File: config.mk
export PLATFORM = sky130hd
export DESIGN_NAME = grs_top
export DESIGN_NICKNAME = d
export VERILOG_FILES = /design/src/design/grs_span_timer.v /design/src/design/grs_tick_gen.v /design/src/design/grs_top.v
export VERILOG_INCLUDE_DIRS = /design/src /design/src/design
export SDC_FILE = /design/constraint.sdc
export NUM_CORES = 1
export LEC_CHECK = 0
export ABC_AREA = 1
export ABC_CLOCK_PERIOD_IN_PS = 9610
export BUFFER_PORTS_ARGS = -buffer_cell sky130_fd_sc_hd__buf_2
export CORE_MARGIN = 2
export CORE_UTILIZATION = 55
export DETAILED_ROUTE_END_ITERATION = 12
export PLACE_DENSITY_LB_ADDON = 0.3
export SLEW_MARGIN = 20
export SYNTH_ARGS = -nofsm -noshare
export SYNTH_HDL_FRONTEND = slang
export SYNTH_SLANG_ARGS = --single-unit
File: constraint.sdc
create_clock -name clk_i -period 9.61 [get_ports clk_i]
set_input_delay 1.922 -clock clk_i [delete_from_list [all_inputs] [get_ports clk_i]]
set_output_delay 1.922 -clock clk_i [all_outputs]
set_load 0.03 [all_outputs]
File: src/design/grs_map.vh
// What this block does
// - gate-high stage enables only after negative rail finishes its ramp
// - gate-high soft-start programmable from 0.256 ms to 35 ms
// - input lockout disables gate-high stage without discharging it
// - rail below 70% for over 50 ms shuts the whole device down
// - rail below 30% shuts the device down at once
// - fault shutdown holds until power-on reset
// - negative rail starts 0 to 35 ms after main rail starts
// - negative rail soft-start programmable from 0 to 35 ms
// - negative rail target -5 V to -8 V in 0.2 V steps
// - input lockout disables negative rail and pulls it to ground
// - shaping input high: pass switch closed, other three open
// - shaping input falling edge: pass opens, both discharge switches close
// - power-up: shaped output clamped to ground until shaping delay ends
// - shaping delay 0 to 35 ms counted from gate-high ramp end
// - power-down: pass switch closed, other three open, input ignored
// - panel discharge output low while supply is under detect level
// - reset pulse 0 to 15 ms timed from logic rail ramp end
// - system reset latched high until power-down
// - configuration bit picks lockout or detect as reset threshold
// - common voltage equals lower limit plus span times code over 127
// - only a power-on reset copies the nonvolatile code into the wiper, on the first clock after release
// - access control 00h: writes go to both, reads return store
// - access control 80h: reads and writes touch the wiper only
// - common-voltage function active only while main rail above level
// - system reset goes low below the selected power-down threshold
`ifndef GRS_MAP_VH
`define GRS_MAP_VH

// ----------------------------------------------------------------
// timing base
// ----------------------------------------------------------------
`define GRS_US_CYC 16'h00fa
`define GRS_MS_US 16'h03e8
`define GRS_UV_QUAL_MS 6'h32
`define GRS_DLY_MAX_MS 8'h23
`define GRS_RST_MAX_MS 8'h0f
`define GRS_GH_SS_MIN 8'h01
`define GRS_GH_SS_MAX 8'h88

// ----------------------------------------------------------------
// common-voltage registers
// ----------------------------------------------------------------
`define GRS_ADDR_CODE 8'h00
`define GRS_ADDR_CTRL 8'h01
`define GRS_CTRL_WONLY_BIT 7
`define GRS_CTRL_RST 8'h00
`define GRS_WIPER_RST 7'h00
`define GRS_RD_UNMAPPED 8'h00

`endif

File: src/design/grs_span_timer.v
`timescale 1ns/10ps
`default_nettype none

module grs_span_timer (
  input wire clk_i,
  input wire rst_i,
  input wire run_i,
  input wire tick_i,
  input wire [7:0] len_i,
  output wire done_o
);

  reg [7:0] cnt_reg;

  // counts ticks while run is high; a zero length finishes at once
  always @(posedge clk_i or posedge rst_i)
  begin
    if (rst_i)
      cnt_reg <= 8'h00;
    else if (!run_i)
      cnt_reg <= 8'h00;
    else if (tick_i && (cnt_reg < len_i))
      cnt_reg <= cnt_reg + 8'h01;
  end

  assign done_o = run_i && (cnt_reg >= len_i);

endmodule

`default_nettype wire

File: src/design/grs_tick_gen.v
`timescale 1ns/10ps
`default_nettype none
`include "grs_map.vh"

module grs_tick_gen #(
  parameter [15:0] US_CYCLES = `GRS_US_CYC,
  parameter [15:0] MS_US = `GRS_MS_US
) (
  input wire clk_i,
  input wire rst_i,
  output reg ms_tick_o,
  output reg sub_tick_o
);

  reg [15:0] cyc_reg;
  reg [15:0] us_reg;
  reg [7:0] sub_reg;
  wire us_tick = (cyc_reg == US_CYCLES - 16'h0001);

  // one prescaler feeds both ticks so every timer shares one time base
  always @(posedge clk_i or posedge rst_i)
  begin
    if (rst_i)
    begin
      cyc_reg <= 16'h0000;
      us_reg <= 16'h0000;
      sub_reg <= 8'h00;
      ms_tick_o <= 1'b0;
      sub_tick_o <= 1'b0;
    end
    else
    begin
      cyc_reg <= us_tick ? 16'h0000 : cyc_reg + 16'h0001;
      ms_tick_o <= us_tick && (us_reg == MS_US - 16'h0001);
      sub_tick_o <= us_tick && (sub_reg == 8'hff);
      if (us_tick)
      begin
        us_reg <= (us_reg == MS_US - 16'h0001) ? 16'h0000 : us_reg + 16'h0001;
        sub_reg <= sub_reg + 8'h01;
      end
    end
  end

endmodule

`default_nettype wire

File: src/design/grs_top.v
`timescale 1ns/10ps
`default_nettype none
`include "grs_map.vh"

module grs_top #(
  parameter [15:0] US_CYCLES = `GRS_US_CYC,
  parameter [15:0] MS_US = `GRS_MS_US
) (
  input wire clk_i,
  input wire rst_i,
  // analog comparators and pins, asynchronous
  input wire vin_above_lockout_i,
  input wire vin_above_detect_i,
  input wire main_above_uvlo2_i,
  input wire logic_rail_good_i,
  input wire [3:0] rail_below70_i,
  input wire [3:0] rail_below30_i,
  input wire gate_shape_input_i,
  // configuration
  input wire [5:0] neg_rail_delay_setting_i,
  input wire [5:0] neg_rail_softstart_setting_i,
  input wire [7:0] gate_high_softstart_setting_i,
  input wire [5:0] shaping_delay_setting_i,
  input wire [3:0] reset_pulse_setting_i,
  input wire [3:0] neg_rail_target_setting_i,
  input wire reset_threshold_select_i,
  input wire [3:0] common_upper_limit_i,
  input wire [3:0] common_lower_limit_i,
  // common-voltage register port
  input wire code_wr_i,
  input wire code_rd_i,
  input wire [7:0] code_addr_i,
  input wire [7:0] code_wdata_i,
  output reg [7:0] code_rdata_o,
  output reg code_rvalid_o,
  // nonvolatile store
  input wire [6:0] nv_code_i,
  output reg nv_write_o,
  output reg [6:0] nv_wdata_o,
  // rail controls
  output reg logic_rail_en_o,
  output reg main_rail_en_o,
  output reg neg_rail_en_o,
  output reg neg_rail_ramp_o,
  output reg neg_rail_discharge_o,
  output reg [3:0] neg_rail_target_o,
  output reg gate_high_en_o,
  output reg gate_high_ramp_o,
  // shaping switches
  output reg pass_switch_o,
  output reg discharge_switch_a_o,
  output reg discharge_switch_b_o,
  output reg ground_clamp_switch_o,
  // open-drain panel pins
  output wire sys_reset_n_o,
  output reg sys_reset_n_oe_o,
  output wire panel_discharge_n_o,
  output reg panel_discharge_n_oe_o,
  // status and common voltage
  output reg fault_o,
  output reg common_enable_o,
  output reg [10:0] common_voltage_code_o,
  output reg [6:0] wiper_code_o
);

  // ----------------------------------------------------------------
  // states
  // ----------------------------------------------------------------
  localparam [9:0] ST_OFF = 10'h001;
  localparam [9:0] ST_LOGIC = 10'h002;
  localparam [9:0] ST_RSTP = 10'h004;
  localparam [9:0] ST_NEGDLY = 10'h008;
  localparam [9:0] ST_NEGSS = 10'h010;
  localparam [9:0] ST_GHSS = 10'h020;
  localparam [9:0] ST_SHDLY = 10'h040;
  localparam [9:0] ST_RUN = 10'h080;
  localparam [9:0] ST_DOWN = 10'h100;
  localparam [9:0] ST_FAULT = 10'h200;

  // clamp a setting into its legal range
  function [7:0] clamp_len;
    input [7:0] val;
    input [7:0] lo;
    input [7:0] hi;
    begin
      if (val < lo)
        clamp_len = lo;
      else if (val > hi)
        clamp_len = hi;
      else
        clamp_len = val;
    end
  endfunction

  // ----------------------------------------------------------------
  // input synchronisers
  // ----------------------------------------------------------------
  wire [12:0] async_in = {gate_shape_input_i, main_above_uvlo2_i,
    logic_rail_good_i, vin_above_detect_i, vin_above_lockout_i,
    rail_below70_i, rail_below30_i};
  reg [12:0] sync1_reg;
  reg [12:0] sync2_reg;
  reg shape_d_reg;

  // two stages; only the second stage is read by logic
  always @(posedge clk_i or posedge rst_i)
  begin
    if (rst_i)
    begin
      sync1_reg <= 13'h0000;
      sync2_reg <= 13'h0000;
      shape_d_reg <= 1'b0;
    end
    else
    begin
      sync1_reg <= async_in;
      sync2_reg <= sync1_reg;
      shape_d_reg <= sync2_reg[12];
    end
  end

  wire [3:0] sc30_s = sync2_reg[3:0];
  wire [3:0] uv70_s = sync2_reg[7:4];
  wire vin_ok = sync2_reg[8];
  wire vin_det = sync2_reg[9];
  wire logic_good = sync2_reg[10];
  wire uvlo2_ok = sync2_reg[11];
  wire shape_s = sync2_reg[12];
  wire shape_fall = shape_d_reg && !shape_s;

  // ----------------------------------------------------------------
  // time base and sequence timers
  // ----------------------------------------------------------------
  wire ms_tick;
  wire sub_tick;
  reg [9:0] st_reg;
  reg [9:0] st_next;
  wire rst_done;
  wire negdly_done;
  wire negss_done;
  wire ghss_done;
  wire shdly_done;

  grs_tick_gen #(
    .US_CYCLES(US_CYCLES),
    .MS_US(MS_US)
  ) u_tick (
    .clk_i(clk_i),
    .rst_i(rst_i),
    .ms_tick_o(ms_tick),
    .sub_tick_o(sub_tick)
  );

  // reset pulse timed from the logic rail ramp end
  grs_span_timer u_rst_tmr (
    .clk_i(clk_i),
    .rst_i(rst_i),
    .run_i(st_reg == ST_RSTP),
    .tick_i(ms_tick),
    .len_i(clamp_len({4'h0, reset_pulse_setting_i}, 8'h00,
      `GRS_RST_MAX_MS)),
    .done_o(rst_done)
  );

  // negative rail start delay after main rail enable
  grs_span_timer u_negdly_tmr (
    .clk_i(clk_i),
    .rst_i(rst_i),
    .run_i(st_reg == ST_NEGDLY),
    .tick_i(ms_tick),
    .len_i(clamp_len({2'b00, neg_rail_delay_setting_i}, 8'h00,
      `GRS_DLY_MAX_MS)),
    .done_o(negdly_done)
  );

  grs_span_timer u_negss_tmr (
    .clk_i(clk_i),
    .rst_i(rst_i),
    .run_i(st_reg == ST_NEGSS),
    .tick_i(ms_tick),
    .len_i(clamp_len({2'b00, neg_rail_softstart_setting_i}, 8'h00,
      `GRS_DLY_MAX_MS)),
    .done_o(negss_done)
  );

  // gate-high ramp counts in 256 us steps so 0.256 ms is reachable
  grs_span_timer u_ghss_tmr (
    .clk_i(clk_i),
    .rst_i(rst_i),
    .run_i(st_reg == ST_GHSS),
    .tick_i(sub_tick),
    .len_i(clamp_len(gate_high_softstart_setting_i, `GRS_GH_SS_MIN,
      `GRS_GH_SS_MAX)),
    .done_o(ghss_done)
  );

  grs_span_timer u_shdly_tmr (
    .clk_i(clk_i),
    .rst_i(rst_i),
    .run_i(st_reg == ST_SHDLY),
    .tick_i(ms_tick),
    .len_i(clamp_len({2'b00, shaping_delay_setting_i}, 8'h00,
      `GRS_DLY_MAX_MS)),
    .done_o(shdly_done)
  );

  // ----------------------------------------------------------------
  // rail supervision
  // ----------------------------------------------------------------
  // rails: 0 logic, 1 main, 2 negative, 3 gate-high
  wire [3:0] mon;
  wire [3:0] uv_expired;
  wire [3:0] short_hit;
  wire running = (st_reg == ST_RUN);

  assign mon[0] = !(st_reg == ST_OFF || st_reg == ST_LOGIC ||
    st_reg == ST_DOWN || st_reg == ST_FAULT);
  assign mon[1] = (st_reg == ST_NEGSS) || (st_reg == ST_GHSS) ||
    (st_reg == ST_SHDLY) || running;
  assign mon[2] = (st_reg == ST_GHSS) || (st_reg == ST_SHDLY) || running;
  assign mon[3] = (st_reg == ST_SHDLY) || running;

  genvar gi;
  generate
    for (gi = 0; gi < 4; gi = gi + 1)
    begin : g_uv
      reg [5:0] qual_reg;
      // a recovery before expiry restarts the count from zero
      always @(posedge clk_i or posedge rst_i)
      begin
        if (rst_i)
          qual_reg <= 6'h00;
        else if (!(mon[gi] && uv70_s[gi]))
          qual_reg <= 6'h00;
        else if (ms_tick && (qual_reg <= `GRS_UV_QUAL_MS))
          qual_reg <= qual_reg + 6'h01;
      end
      assign uv_expired[gi] = (qual_reg > `GRS_UV_QUAL_MS);
      assign short_hit[gi] = mon[gi] && sc30_s[gi];
    end
  endgenerate

  wire fault_now = |uv_expired || |short_hit;

  // ----------------------------------------------------------------
  // sequencer
  // ----------------------------------------------------------------
  // fault beats lockout; only rst_i leaves the fault state
  always @*
  begin
    st_next = st_reg;
    case (st_reg)
      ST_OFF:
        if (vin_ok)
          st_next = ST_LOGIC;
      ST_LOGIC:
        if (logic_good)
          st_next = ST_RSTP;
      ST_RSTP:
        if (rst_done)
          st_next = ST_NEGDLY;
      ST_NEGDLY:
        if (negdly_done)
          st_next = ST_NEGSS;
      ST_NEGSS:
        if (negss_done)
          st_next = ST_GHSS;
      ST_GHSS:
        if (ghss_done)
          st_next = ST_SHDLY;
      ST_SHDLY:
        if (shdly_done)
          st_next = ST_RUN;
      ST_RUN:
        st_next = ST_RUN;
      ST_DOWN:
        if (vin_ok)
          st_next = ST_OFF;
      ST_FAULT:
        st_next = ST_FAULT;
      default:
        st_next = ST_OFF;
    endcase
    if (st_reg != ST_FAULT && st_reg != ST_OFF && st_reg != ST_DOWN)
    begin
      if (fault_now)
        st_next = ST_FAULT;
      else if (!vin_ok)
        st_next = ST_DOWN;
    end
  end

  always @(posedge clk_i or posedge rst_i)
  begin
    if (rst_i)
      st_reg <= ST_OFF;
    else
      st_reg <= st_next;
  end

  // ----------------------------------------------------------------
  // rail enables
  // ----------------------------------------------------------------
  wire live = !(st_next == ST_OFF || st_next == ST_DOWN ||
    st_next == ST_FAULT);
  wire main_on = live && !(st_next == ST_LOGIC || st_next == ST_RSTP);
  wire neg_on = main_on && (st_next != ST_NEGDLY);
  wire gh_on = neg_on && (st_next != ST_NEGSS);

  // lockout drops every stage; only the negative rail is pulled down
  always @(posedge clk_i or posedge rst_i)
  begin
    if (rst_i)
    begin
      logic_rail_en_o <= 1'b0;
      main_rail_en_o <= 1'b0;
      neg_rail_en_o <= 1'b0;
      neg_rail_ramp_o <= 1'b0;
      neg_rail_discharge_o <= 1'b1;
      neg_rail_target_o <= 4'h0;
      gate_high_en_o <= 1'b0;
      gate_high_ramp_o <= 1'b0;
      fault_o <= 1'b0;
    end
    else
    begin
      logic_rail_en_o <= live;
      main_rail_en_o <= main_on;
      neg_rail_en_o <= neg_on;
      neg_rail_ramp_o <= (st_next == ST_NEGSS);
      neg_rail_discharge_o <= !neg_on;
      neg_rail_target_o <= neg_rail_target_setting_i;
      gate_high_en_o <= gh_on;
      gate_high_ramp_o <= (st_next == ST_GHSS);
      fault_o <= (st_next == ST_FAULT);
    end
  end

  // ----------------------------------------------------------------
  // gate voltage shaping
  // ----------------------------------------------------------------
  reg dis_reg;
  reg dis_next;

  // discharge starts on a falling edge and ends when the input rises
  always @*
  begin
    dis_next = 1'b0;
    if (st_next == ST_RUN)
    begin
      if (st_reg != ST_RUN)
        dis_next = !shape_s;
      else if (shape_s)
        dis_next = 1'b0;
      else if (shape_fall)
        dis_next = 1'b1;
      else
        dis_next = dis_reg;
    end
  end

  always @(posedge clk_i or posedge rst_i)
  begin
    if (rst_i)
    begin
      dis_reg <= 1'b0;
      pass_switch_o <= 1'b0;
      discharge_switch_a_o <= 1'b0;
      discharge_switch_b_o <= 1'b0;
      ground_clamp_switch_o <= 1'b1;
    end
    else
    begin
      dis_reg <= dis_next;
      if (st_next == ST_RUN)
      begin
        pass_switch_o <= shape_s;
        discharge_switch_a_o <= dis_next;
        discharge_switch_b_o <= dis_next;
        ground_clamp_switch_o <= 1'b0;
      end
      else if (st_next == ST_DOWN)
      begin
        pass_switch_o <= 1'b1;
        discharge_switch_a_o <= 1'b0;
        discharge_switch_b_o <= 1'b0;
        ground_clamp_switch_o <= 1'b0;
      end
      else
      begin
        pass_switch_o <= 1'b0;
        discharge_switch_a_o <= 1'b0;
        discharge_switch_b_o <= 1'b0;
        ground_clamp_switch_o <= 1'b1;
      end
    end
  end

  // ----------------------------------------------------------------
  // system reset and panel discharge pins
  // ----------------------------------------------------------------
  reg rst_high_reg;
  wire below_sel = reset_threshold_select_i ? !vin_det : !vin_ok;

  // once released the reset stays high until the supply falls away
  always @(posedge clk_i or posedge rst_i)
  begin
    if (rst_i)
    begin
      rst_high_reg <= 1'b0;
      sys_reset_n_oe_o <= 1'b1;
      panel_discharge_n_oe_o <= 1'b1;
    end
    else
    begin
      if (below_sel)
        rst_high_reg <= 1'b0;
      else if ((st_reg == ST_RSTP) && rst_done)
        rst_high_reg <= 1'b1;
      sys_reset_n_oe_o <= below_sel ||
        !(rst_high_reg || ((st_reg == ST_RSTP) && rst_done));
      panel_discharge_n_oe_o <= !vin_det;
    end
  end

  // open-drain: the pins only ever drive low
  assign sys_reset_n_o = 1'b0;
  assign panel_discharge_n_o = 1'b0;

  // ----------------------------------------------------------------
  // common-voltage code registers
  // ----------------------------------------------------------------
  reg [7:0] access_reg;
  reg copied_reg;
  wire wiper_only = access_reg[`GRS_CTRL_WONLY_BIT];
  wire [3:0] span = (common_upper_limit_i > common_lower_limit_i) ?
    common_upper_limit_i - common_lower_limit_i : 4'h0;

  // the power-up copy runs on the first edge after reset release
  always @(posedge clk_i or posedge rst_i)
  begin
    if (rst_i)
    begin
      access_reg <= `GRS_CTRL_RST;
      copied_reg <= 1'b0;
      wiper_code_o <= `GRS_WIPER_RST;
      nv_write_o <= 1'b0;
      nv_wdata_o <= `GRS_WIPER_RST;
      code_rdata_o <= 8'h00;
      code_rvalid_o <= 1'b0;
    end
    else
    begin
      nv_write_o <= 1'b0;
      code_rvalid_o <= code_rd_i;
      if (!copied_reg)
      begin
        copied_reg <= 1'b1;
        wiper_code_o <= nv_code_i;
      end
      else if (code_wr_i && (code_addr_i == `GRS_ADDR_CODE))
      begin
        wiper_code_o <= code_wdata_i[6:0];
        nv_write_o <= !wiper_only;
        nv_wdata_o <= code_wdata_i[6:0];
      end
      if (code_wr_i && (code_addr_i == `GRS_ADDR_CTRL))
        access_reg <= code_wdata_i;
      if (code_rd_i)
      begin
        if (code_addr_i == `GRS_ADDR_CODE)
          code_rdata_o <= {1'b0, wiper_only ? wiper_code_o : nv_code_i};
        else if (code_addr_i == `GRS_ADDR_CTRL)
          code_rdata_o <= access_reg;
        else
          code_rdata_o <= `GRS_RD_UNMAPPED;
      end
    end
  end

  // level in 1/127 steps of the limit unit; a bad span reads as zero
  always @(posedge clk_i or posedge rst_i)
  begin
    if (rst_i)
    begin
      common_enable_o <= 1'b0;
      common_voltage_code_o <= 11'h000;
    end
    else
    begin
      common_enable_o <= uvlo2_ok;
      common_voltage_code_o <= {common_lower_limit_i, 7'h00} -
        {7'h00, common_lower_limit_i} + {4'h0, wiper_code_o} *
        {7'h00, span};
    end
  end

endmodule

`default_nettype wire
# After elaboration in Yosys (flattened, before gate mapping)
# Cells that the tools add are included.
# totals
regBits	207
input_bits	83
out_inout_bits	56
word_cells	240
# op_classes
addsub	15
n_mul	1
order_cmp	24
eq_ne	38
mux	57
n_reduce_logical	62
# op_table
cell	n
$mux 8	14
$mux 10	11
$pmux 10 s10	1
$mux 6	11
$add 8x1->8 const B	6
$gt 6x6->1 const B	7
$logic_and 1x1->1	33
$add 16x1->16 const B	2
$mux 16	2
$add 6x1->6 const B	4
$ge 8x6->1	3
$le 6x6->1 const B	4
$lt 8x6->1	3
$mux 7	3
$eq 10x1->1 const B	2
$eq 10x10->1 const B	2
$eq 10x2->1 const B	2
$eq 10x3->1 const B	2
$eq 10x5->1 const B	2
$eq 10x6->1 const B	2
$eq 10x8->1 const B	2
$eq 10x9->1 const B	2
$eq 16x10->1 const B	1
$eq 16x8->1 const B	1
31 further kinds	75

# Logic depth before layout (Yosys ltp)
# Gate-level depths: netlist of the first run.
# logic_depth
word_depth	17
ltp_mapped	28
ltp_nobuf	28

# Cells and area by module
# Synthesis of the first run repeated with hierarchy kept, for this count alone.
# unflattened
hier_cells	1605
hier_area_um2	12838.6
# modules_own_cells
mod	n_inst	cells_per_inst	area_each_um2	seq_area_each_um2
grs_top	1	774	6744.0	3109.2
grs_span_timer	5	101	728.2	200.2
grs_tick_gen	1	326	2453.6	1051.0

# Worst setup path after synthesis of the first run
# Ideal clock, no wire load.
# synth_timing
path_type	input-to-reg
start	input common_upper_limit_i[0]
end	register common_voltage_code_o[10]
arrival_ns	6.203
t_required_ns	9.482
path_slack_ns	3.279
path_stages	26
n_path_buf	0
path_cell_list	inv_1 > ha_1 > inv_1 > fa_1 > nand2_1 > inv_1 > o21ai_0 > nand2_1 > nand2_1 > inv_1 > o21ai_0 > a21oi_1 > nand2_1 > fa_1 > inv_1 > fa_1 > inv_1 > fa_1 > fa_1 > o21ai_0 > a21oi_1 > o21bai_1 > nand2_1 > nand2_1 > a21oi_1 > xor2_1
# synth_between
elab_chain_cells	4
# synth_rtl
item	line_no	text
start, declared	grs_top.v:27	input wire [3:0] common_upper_limit_i,
$sub 4x4->4 or $gt 4x4->1 (tied branches)	grs_top.v:437, grs_top.v:436	
$mux 4 *	grs_top.v:436	wire [3:0] span = (common_upper_limit_i > common_lower_limit_i) ?
$mul 7x4->11 *	grs_top.v:493	{7'h00, common_lower_limit_i} + {4'h0, wiper_code_o} *
$add 11x11->11 *	grs_top.v:493	
end signal, assigned	grs_top.v:492	common_voltage_code_o <= {common_lower_limit_i, 7'h00} -
end, declared	grs_top.v:62	output reg [10:0] common_voltage_code_o,
# Mark *: on every way between the ends. The rest lies on a longest branch, timed or not.
# A chain may end at the register's enable or synchronous reset.

# Worst setup path after layout of the first run
# layout_timing
start	input common_lower_limit_i[0]
end	register common_voltage_code_o[10]
# layout_between
elab_chain_cells	4
# layout_rtl
item	line_no	text
start, declared	grs_top.v:28	input wire [3:0] common_lower_limit_i,
$sub 4x4->4 or $gt 4x4->1 (tied branches)	grs_top.v:437, grs_top.v:436	
$mux 4	grs_top.v:436	
$mul 7x4->11	grs_top.v:493	
$add 11x11->11 *	grs_top.v:493	
# Marks and branches as above.

==> results of run 1 <==
==> layout make-up <==
class / instances / area (um2) / share of cell area
multi-input combinational: 873 / 5370 / 0.408
clock inverter: 8 / 80.1 / 0.00608
clock buffer: 32 / 659 / 0.0501
timing repair buffer: 137 / 688 / 0.0523
tap: 270 / 338 / 0.0257
sequential: 206 / 5160 / 0.392
inverter: 226 / 876 / 0.0665
==> per-layer routing <==
layer	up-vias	GRT usage	wire, um	part of all wire
met5	-	0	0	0
met4	0	0.0595	601	0.025
met3	43	0.0353	1150	0.048
met2	210	0.388	11800	0.49
met1	4328	0.292	10300	0.43
li1	4546	-	-	-
==> report_power, final <==
group	total, mW	leakage (nW)	internal [mW]	switching (mW)
Combinational	0.571	3.65	0.181	0.390
Clock	0.858	0.355	0.506	0.352
Sequential	0.955	2.70	0.924	0.0310
Total	2.38	6.71	1.61	0.773
==> worst max-delay path: stages <==
cell and delay, ns:
buf_2 0.14, ha_1 0.18, inv_1 0.08, fa_1 0.19, nand2_1 0.07, inv_1 0.10, o21ai_0 0.08, nand2_1 0.06
nand2_1 0.08, inv_1 0.08, o21ai_0 0.07, a21oi_1 0.39, nand2_1 0.14, fa_1 0.53, inv_1 0.06, fa_1 0.53
inv_1 0.05, fa_1 0.52, fa_1 0.48, o21ai_0 0.29, a21oi_1 0.11, o21bai_1 0.22, nand2_1 0.08, nand2_1 0.07
a21oi_1 0.07, xor2_1 0.15
==> worst min-delay path by stage <==
stage	startpoint	end
after floorplan	sync2_reg[11]$_DFF_PP0_	common_enable_o$_DFF_PP0_
after global placement	sync1_reg[11]$_DFF_PP0_	sync2_reg[11]$_DFF_PP0_
after detailed placement	sync1_reg[11]$_DFF_PP0_	sync2_reg[11]$_DFF_PP0_
after CTS	sync1_reg[11]$_DFF_PP0_	sync2_reg[11]$_DFF_PP0_
after global routing	sync1_reg[11]$_DFF_PP0_	sync2_reg[11]$_DFF_PP0_
final	sync1_reg[11]$_DFF_PP0_	sync2_reg[11]$_DFF_PP0_
==> kinds of logic (layout without fill, tap and decap cells) <==
family | count (synthesis) | count (layout) | share of synthesized area
XOR/XNOR | 31 | 31 | 0.0237
buffers and inverters | 239 | 403 | 0.0818
AO/OA/AOI/OAI | 171 | 171 | 0.0835
other | 2 | 3 | 0.000655
AND/OR/NAND/NOR | 567 | 567 | 0.239
multiplexers | 7 | 7 | 0.00688
flip-flops | 206 | 206 | 0.450
adder cells (fa/ha/maj) | 94 | 94 | 0.114
==> synth_stat cells (3+ instances only) <==
master and n:
nand3_4 3, dfstp_2 5, and3_1 4, a211oi_1 4
xor2_1 25, xnor2_1 6, nor3_1 36, nand2_2 4
a21oi_1 75, nor3b_1 3, ha_1 76, o21a_1 3
nand2_4 6, nand3_1 51, fa_1 18, dfrtp_1 201
nand3b_1 3, nor2_8 3, buf_4 4, nand2_1 247
nand4_1 33, mux2_2 7, nor2_4 7, inv_1 213
nor3_4 3, nand4_2 3, a31oi_1 9, nor4_1 9
clkbuf_1 5, inv_2 7, o31ai_1 5, or2_2 9
nor2_2 3, nor2_1 130, o21ai_0 59
==> flow_summary_export.csv, run 1 <==
group,metric,value,unit
synthesis,synth_edf_count,0,
drt,dr.pass1.iters,5,
placement,port_buffers,136,
clock_tree,htree_levels,1,
clock_tree,clock_sinks,206,
hold_path,whs_path_depth,0,
sta,setup_violations,0,
critical_path,endpoint_kind,"flop",
floorplan,core_area,20400,um2
sta,tightest_slew,0.744,ns
sta,finalHoldViolCount,0,
synthesis,synth_cell_types,64,
floorplan,die-area,22000,um2
floorplan,rows,52,
critical_path,cp-start-kind,"primary input",
synthesis,synth_top_area_cell,"dfrtp_1",
critical_path,r2r_cells,14,
critical_path,path_max_fanout,7,
synthesis,synth_top_cell_area_share,0.439,
sta,max_slew_margin,0.504,
synthesis,ys.flop_type,"dfrtp_1",
critical_path,r2r_end,"common_voltage_code_o[10]$_DFF_PP0_",
clock_tree,numCtsBuffers,23,
sta,rsz0062_at_grt,"false",
clock_tree,ctsResizeCount,0,
power_and_ir_drop,p_leak,6.71,nW
clock_tree,clk_latency,0.51,ns
sta,fin_crit,6.36,ns
grt,grt_pass1_wl,40700,um
power_and_ir_drop,power.density,181,nW/um2
sta,skew,0.0191,ns
flow_run,drv_cap,0,
grt,grt_max_degree,150,
clock_tree,clk_path_buf_depth,3,
critical_path,crit_path_start,"common_lower_limit_i[0]",
cells_and_area,final.fill_count,1711,
drt,vias,9127,
cells_and_area,fin_util,0.647,
sta,fin_crit_sh,0.662,
synthesis,ys_async_sr_fraction,1.00,
sta,max_freq,157,MHz
sta,hold_slack,0.350,ns
synthesis,synthTopCellsByArea,"dfrtp_1, ha_1, nand2_1, inv_1, nor2_1",
floorplan,die_h,148,um
drt,ant_nets,0,
synthesis,yosysSeqAreaShare,0.450,
drt,drc,0,
cells_and_area,finalInstanceArea,13200,um2
clock_tree,cts_tree,"built",
cells_and_area,final_common_cell,"nand2_1",
grt,grt_use_total,0.223,
grt,antenna_found_initial,0,
clock_tree,path_clk_slew,0.05,ns
cells_and_area,mostFrequentLayoutCells,"nand2_1, inv_1, dfrtp_1, buf_2, nor2_1",
placement,placed_cells,1712,
critical_path,critPathCapture,"common_voltage_code_o[10]$_DFF_PP0_",
critical_path,path_class,"primary input to flop",
floorplan,top_level_ports,139,
synthesis,synthCells,1317,
placement,dpl_cell_area,12400,um2
synthesis,syn_avg_cell_area,8.70,um2
clock_tree,hold_buffers,0,
cells_and_area,drive_gt1_frac,0.169,
synthesis,synth_area,11500,um2
floorplan,start_util,0.563,
placement,place_ws,2.75,ns
critical_path,regToRegStartpoint,"wiper_code_o[1]$_DFFE_PP0P_",
cells_and_area,synthToLayoutAreaGrowth,14.9,%
clock_tree,post_cts.repair.setup_buffers,0,
grt,overflow,0,
cells_and_area,fin_nets,1644,
cells_and_area,largest_register_ffs,24,
grt,first_global_vias,8881,
sta,finalWorstSetupSlack,3.25,ns
synthesis,yosys_warnings,0,
synthesis,ys_ff_latch,206,
power_and_ir_drop,max-vdd-ir-drop,0.125,mV
power_and_ir_drop,p_total,2.38,mW
critical_path,r2r_slack,5.83,ns
drt,routedWlPerCell,13.6,um
placement,hpwl,17800,um
sta,maxSlewViolCount,0,
status,status,"complete, no violations",
cells_and_area,antenna_cells,0,
drt,wirelength,23900,um
clock_tree,cts_root_buf,"clkbuf_16",
sta,timing.setup.tns,0,ns
drt,vias_per_cell,5.21,
placement,gp_congestion,0.866,
critical_path,arrival,6.74,ns
cells_and_area,stdcell_count,1752,
critical_path,crit_required,9.99,ns
drt,initialDrtViolationCount,410,
hold_path,hold_path_class,"flop to flop",
floorplan,die_w,148,um
Note: power is estimated with default switching activity, not from simulation.
==> run 2: changes to the inputs <==
--- a/config.mk
+++ b/config.mk
@@ -7,7 +7,7 @@
 export NUM_CORES = 1
 export LEC_CHECK = 0
 export ABC_AREA = 1
-export ABC_CLOCK_PERIOD_IN_PS = 9610
+export ABC_CLOCK_PERIOD_IN_PS = 6100
 export BUFFER_PORTS_ARGS = -buffer_cell sky130_fd_sc_hd__buf_2
 export CORE_MARGIN = 2
 export CORE_UTILIZATION = 55
==> constraint.sdc (replaced) <==
create_clock -name clk_i -period 6.1 [get_ports clk_i]
set_input_delay 1.22 -clock clk_i [delete_from_list [all_inputs] [get_ports clk_i]]
set_output_delay 1.22 -clock clk_i [all_outputs]
set_load 0.03 [all_outputs]
==> flow_summary_export.csv, run 2 (same netlist as run 1, synthesis figures left out) <==
group,metric,value,unit
critical_path,r2r_cells,14,
grt,grt_use_total,0.221,
drt,vias_per_cell,5.15,
cells_and_area,final.fill_count,1668,
sta,max_slew_margin,0.429,
grt,use_met2,0.393,
floorplan,die_h,148,um
power_and_ir_drop,power.density,279,nW/um2
clock_tree,post_cts.repair.setup_buffers,0,
floorplan,die-area,22000,um2
grt,first_global_vias,8996,
clock_tree,path_clk_slew,0.06,ns
clock_tree,cts_root_buf,"clkbuf_16",
sta,maxSlewViolCount,0,
floorplan,start_util,0.563,
critical_path,regToRegStartpoint,"wiper_code_o[0]$_DFFE_PP0P_",
critical_path,r2r_end,"common_voltage_code_o[10]$_DFF_PP0_",
cells_and_area,drive_gt1_frac,0.170,
cells_and_area,mostFrequentLayoutCells,"nand2_1, inv_1, dfrtp_1, buf_2, nor2_1",
grt,use_met1,0.279,
sta,finalHoldViolCount,0,
drt,dr.pass1.iters,4,
critical_path,cp-start-kind,"primary input",
sta,fin_crit,5.35,ns
cells_and_area,final_common_cell,"nand2_1",
sta,setup_violations,0,
sta,timing.setup.tns,0,ns
critical_path,crit_path_frequent_cell,"nand2_1",
hold_path,min_to,"sync2_reg[9]$_DFF_PP0_",
placement,gp_congestion,0.887,
drt,routedWlPerCell,13.5,um
sta,fin_crit_sh,0.876,
critical_path,crit_required,6.48,ns
cells_and_area,synthToLayoutAreaGrowth,15.0,%
clock_tree,ctsResizeCount,0,
critical_path,path_class,"primary input to flop",
critical_path,r2r_slack,2.33,ns
critical_path,cpMaxStageDelayCell,"fa_1",
clock_tree,htree_levels,1,
cells_and_area,largest_register_ffs,24,
grt,grt_use_met3,0.0319,
clock_tree,hold_buffers,0,
critical_path,arrival,5.73,ns
placement,port_buffers,136,
cells_and_area,antenna_cells,0,
hold_path,whs_path_depth,0,
power_and_ir_drop,p_leak,6.72,nW
clock_tree,clk_latency,0.52,ns
critical_path,path_max_fanout,4,
cells_and_area,fin_nets,1646,
grt,overflow,0,
hold_path,hp-start,"sync1_reg[9]$_DFF_PP0_",
grt,grt_max_degree,163,
drt,wirelength,23800,um
floorplan,core_area,20400,um2
status,status,"complete, no violations",
cells_and_area,stdcell_count,1755,
drt,initialDrtViolationCount,388,
drt,drc,0,
critical_path,endpoint_kind,"flop",
cells_and_area,seqCellArea,5160,um2
floorplan,rows,52,
grt,grt-busiest-layer,"met2",
clock_tree,clk_path_buf_depth,3,
drt,vias,9036,
floorplan,die_w,148,um
clock_tree,numCtsBuffers,22,
sta,rsz0062_at_grt,"false",
placement,placed_cells,1714,
sta,tightest_slew,0.856,ns
sta,skew,0.0190,ns
floorplan,top_level_ports,139,
cells_and_area,multi_input_area,5370,um2
grt,grt_pass1_wl,40200,um
sta,max_freq,187,MHz
placement,hpwl,18000,um
flow_run,drv_cap,0,
clock_tree,clock_sinks,206,
critical_path,crit_path_max_incr_delay,0.53,ns
grt,antenna_found_initial,0,
hold_path,hold_path_class,"flop to flop",
drt,ant_nets,0,
clock_tree,cts_tree,"built",
power_and_ir_drop,max-vdd-ir-drop,0.166,mV
==> run 2: final cells by class <==
class                           count  area share
Clock inverter                      7     0.00408
Tap cell                          270      0.0256
Multi-Input combinational cell    873       0.407
Sequential cell                   206       0.392
Inverter                          226      0.0658
Timing Repair Buffer              140      0.0564
Clock buffer                       33      0.0494
==> run 2: stage by stage <==
step / util / worst slack (ns) / area (um2) / total power [mW] / hold slack (ns)
after global routing: 0.647 / 0.371 / 13200 / 3.89 / 0.362
after detailed placement: 0.611 / 0.219 / 12400 / 2.44 / 0.337
after floorplan: - / 0.471 / 11500 / 2.20 / 0.331
final: 0.647 / 0.755 / 13200 / 3.68 / 0.346
after CTS: 0.646 / 0.766 / 13200 / 3.72 / 0.350
after global placement: 0.611 / 0.349 / 12400 / 2.41 / 0.333
==> run 2: how the worst max path moves through the flow <==
stage	startpoint	to	depth (start not counted)
6_report	common_lower_limit_i[0]	common_voltage_code_o[10]$_DFF_PP0_	26
5_1_grt	common_lower_limit_i[0]	common_voltage_code_o[10]$_DFF_PP0_	26
4_1_cts	common_lower_limit_i[0]	common_voltage_code_o[10]$_DFF_PP0_	26
3_5_place_dp	common_lower_limit_i[0]	common_voltage_code_o[10]$_DFF_PP0_	26
3_3_place_gp	common_lower_limit_i[0]	common_voltage_code_o[10]$_DFF_PP0_	26
2_1_floorplan	common_upper_limit_i[0]	common_voltage_code_o[10]$_DFF_PP0_	26
==> run 2: power by group <==
| group | total, mW | switching [mW] | internal, mW |
|---|---|---|---|
| sequential | 1.51 | 0.0495 | 1.46 |
| clock | 1.28 | 0.537 | 0.742 |
| combinational | 0.897 | 0.606 | 0.290 |
==> run 2: metal layers <==
metal,wire length (um),vias up
met5,0,-
met4,658,0
met3,1090,49
met2,11700,186
met1,10300,4258
li1,-,4543
==> run 2: critical path: cells and delay by family <==
kind,cells,cell delay [ns]
adder cells (fa/ha/maj),6,2.42
AO/OA/AOI/OAI,7,1.00
buffers and inverters,6,0.51
AND/OR/NAND/NOR,6,0.43
XOR/XNOR,1,0.16
==> run 3: changes to the inputs <==
--- a/config.mk
+++ b/config.mk
@@ -7,10 +7,11 @@
 export NUM_CORES = 1
 export LEC_CHECK = 0
 export ABC_AREA = 1
-export ABC_CLOCK_PERIOD_IN_PS = 6100
+export ABC_CLOCK_PERIOD_IN_PS = 4400
 export BUFFER_PORTS_ARGS = -buffer_cell sky130_fd_sc_hd__buf_2
 export CORE_MARGIN = 2
-export CORE_UTILIZATION = 55
+export CORE_UTILIZATION = 53
+export CTS_BUF_LIST = sky130_fd_sc_hd__clkbuf_16
 export DETAILED_ROUTE_END_ITERATION = 12
 export PLACE_DENSITY_LB_ADDON = 0.3
 export SLEW_MARGIN = 20
==> constraint.sdc (replaced) <==
create_clock -name clk_i -period 4.4 [get_ports clk_i]
set_input_delay 0.88 -clock clk_i [delete_from_list [all_inputs] [get_ports clk_i]]
set_output_delay 0.88 -clock clk_i [all_outputs]
set_load 0.03 [all_outputs]
==> flow_summary_export.csv, run 3 (same netlist as run 1, synthesis figures left out) <==
group,metric,value,unit
cells_and_area,fin_nets,1671,
cells_and_area,largest_register_ffs,24,
sta,hold_slack,0.347,ns
critical_path,cpMaxStageDelayCell,"fa_1",
floorplan,die-area,22800,um2
placement,port_buffers,136,
cells_and_area,final.fill_count,1748,
drt,vias,9204,
critical_path,arrival,4.80,ns
critical_path,endpoint_kind,"flop",
critical_path,regToRegStartpoint,"wiper_code_o[0]$_DFFE_PP0P_",
drt,ant_nets,0,
critical_path,critPathCapture,"common_voltage_code_o[9]$_DFF_PP0_",
power_and_ir_drop,p_sw,1.71,mW
critical_path,crit_path_start,"common_upper_limit_i[0]",
critical_path,r2r_end,"common_voltage_code_o[10]$_DFF_PP0_",
drt,drc,0,
power_and_ir_drop,p_leak,6.89,nW
cells_and_area,fin_util,0.638,
drt,dr.pass1.iters,5,
critical_path,path_class,"primary input to flop",
placement,gp_congestion,0.862,
placement,placed_cells,1741,
sta,fin_crit_sh,1.00,
power_and_ir_drop,comb_power_share,0.263,
power_and_ir_drop,power.density,393,nW/um2
sta,max_slew_margin,0.533,
status,violations,"negative setup slack",
grt,overflow,0,
clock_tree,clock_sinks,206,
sta,finalWorstSetupSlack,-0.0192,ns
sta,finalHoldViolCount,0,
power_and_ir_drop,p_clk_frac,0.343,
clock_tree,path_clk_slew,0.05,ns
sta,skew,0.0146,ns
drt,vias_per_cell,5.15,
grt,antenna_found_initial,0,
sta,fin_crit,4.42,ns
critical_path,crit_required,4.78,ns
power_and_ir_drop,seq_power_share,0.395,
sta,setup_violations,1,
hold_path,hp-start,"sync1_reg[3]$_DFF_PP0_",
floorplan,start_util,0.542,
critical_path,path_max_fanout,4,
critical_path,crit_path_frequent_cell,"nand2_1",
critical_path,r2r_slack,0.69,ns
cells_and_area,stdcell_count,1787,
flow_run,drv_cap,0,
drt,initialDrtViolationCount,508,
grt,grt_max_degree,106,
sta,tightest_slew,0.699,ns
critical_path,crit_path_max_incr_delay,0.52,ns
floorplan,rows,53,
sta,max_freq,226,MHz
clock_tree,clk_path_buf_depth,3,
sta,timing.setup.tns,-0.0192,ns
sta,maxSlewViolCount,0,
placement,hpwl,18300,um
grt,grt_use_total,0.217,
hold_path,whs_path_depth,0,
power_and_ir_drop,p_sw_frac,0.323,
status,status,"complete, but fails checks",
floorplan,top_level_ports,139,
clock_tree,cts_root_buf,"clkbuf_16",
clock_tree,cts_tree,"built",
clock_tree,clk_latency,0.51,ns
grt,grt_pass1_wl,40700,um
floorplan,die_w,151,um
cells_and_area,synthToLayoutAreaGrowth,17.8,%
drt,routedWlPerCell,13.6,um
clock_tree,numCtsBuffers,24,
cells_and_area,mostFrequentLayoutCells,"nand2_1, inv_1, dfrtp_1, buf_2, nor2_1",
floorplan,die_h,151,um
sta,rsz0062_at_grt,"true",
drt,wirelength,24200,um
power_and_ir_drop,internal_power,3.60,mW
clock_tree,htree_levels,1,
cells_and_area,antenna_cells,0,
hold_path,hold_path_class,"flop to flop",
critical_path,cp-start-kind,"primary input",
cells_and_area,drive_gt1_frac,0.193,
grt,first_global_vias,8948,
floorplan,core_area,21200,um2
critical_path,r2r_cells,15,
power_and_ir_drop,max-vdd-ir-drop,0.241,mV
cells_and_area,final_common_cell,"nand2_1",
run 3: cell count changes in the layout (fill, tap and decap cells not counted), sizes merged:
| cell | delta |
|---|---|
| buf | +23 |
| inv | +10 |
| clkbuf | -8 |
| clkinv | +3 |
| clkinvlp | -2 |
| bufinv | +1 |
run 3: power by group through the flow:
| stage | sequential (mW) | combinational, mW | clock, mW |
|---|---|---|---|
| global placement | 2.13 | 1.32 | 0 |
| detailed placement | 2.12 | 1.36 | 0 |
| finish | 2.10 | 1.39 | 1.82 |
| global route | 2.11 | 1.54 | 1.94 |
| CTS | 2.10 | 1.37 | 1.86 |
| floorplan | 2.27 | 0.801 | 0 |
run 3: worst min-delay path by stage:
stage | slack (ns) | endpoint
final | 0.35 | sync2_reg[3]$_DFF_PP0_
after global routing | 0.35 | sync2_reg[0]$_DFF_PP0_
after CTS | 0.35 | sync2_reg[3]$_DFF_PP0_
after detailed placement | 0.34 | sync2_reg[3]$_DFF_PP0_
after global placement | 0.33 | sync2_reg[11]$_DFF_PP0_
after floorplan | 0.33 | common_enable_o$_DFF_PP0_
run 3: layer usage:
layer  GRT usage  vias to the layer above  wire length, um
met1       0.290                     4339            10800
met3      0.0259                       42             1090
met2       0.377                      207            11900
met4      0.0589                        0              495
met5           0                        -                0
li1            -                     4616                -
run 3: through the flow:
stage	instance area, um2	setup slack (ns)	power (mW)
after floorplan	11500	-0.474	3.07
after global placement	12700	-0.594	3.44
after detailed placement	12700	-0.686	3.48
after CTS	13400	-0.0416	5.33
after global routing	13500	-0.250	5.59
final	13500	-0.0192	5.31
run 3: worst max-delay path, delay by kind of cell:
kind	cells	cell delay, ns
AOI/OAI and AO/OA	6	0.67
xor gates and xnor gates	1	0.13
buffers and inverters	8	0.44
adders and majority gates	6	2.12
and+or+nand+nor	8	0.57
run 3: area by class of cell:
class,instances,area (um2),area share
repair buffers,163,928,0.0688
clock buffers,25,626,0.0463
multi-input cells,873,5460,0.405
clock inverters,19,105,0.00779
flip-flops and latches,206,5160,0.382
inverters,226,875,0.0648
well taps,275,344,0.0255
run 3: what timing repair did:
item / 4_1_cts / 5_1_grt
setup buffers: 1 / 2
pin swaps: 6 / 5
gates resized for setup: 6 / 8
endpoints found under the setup margin: 2 / 4
hold buffers: 0 / 0
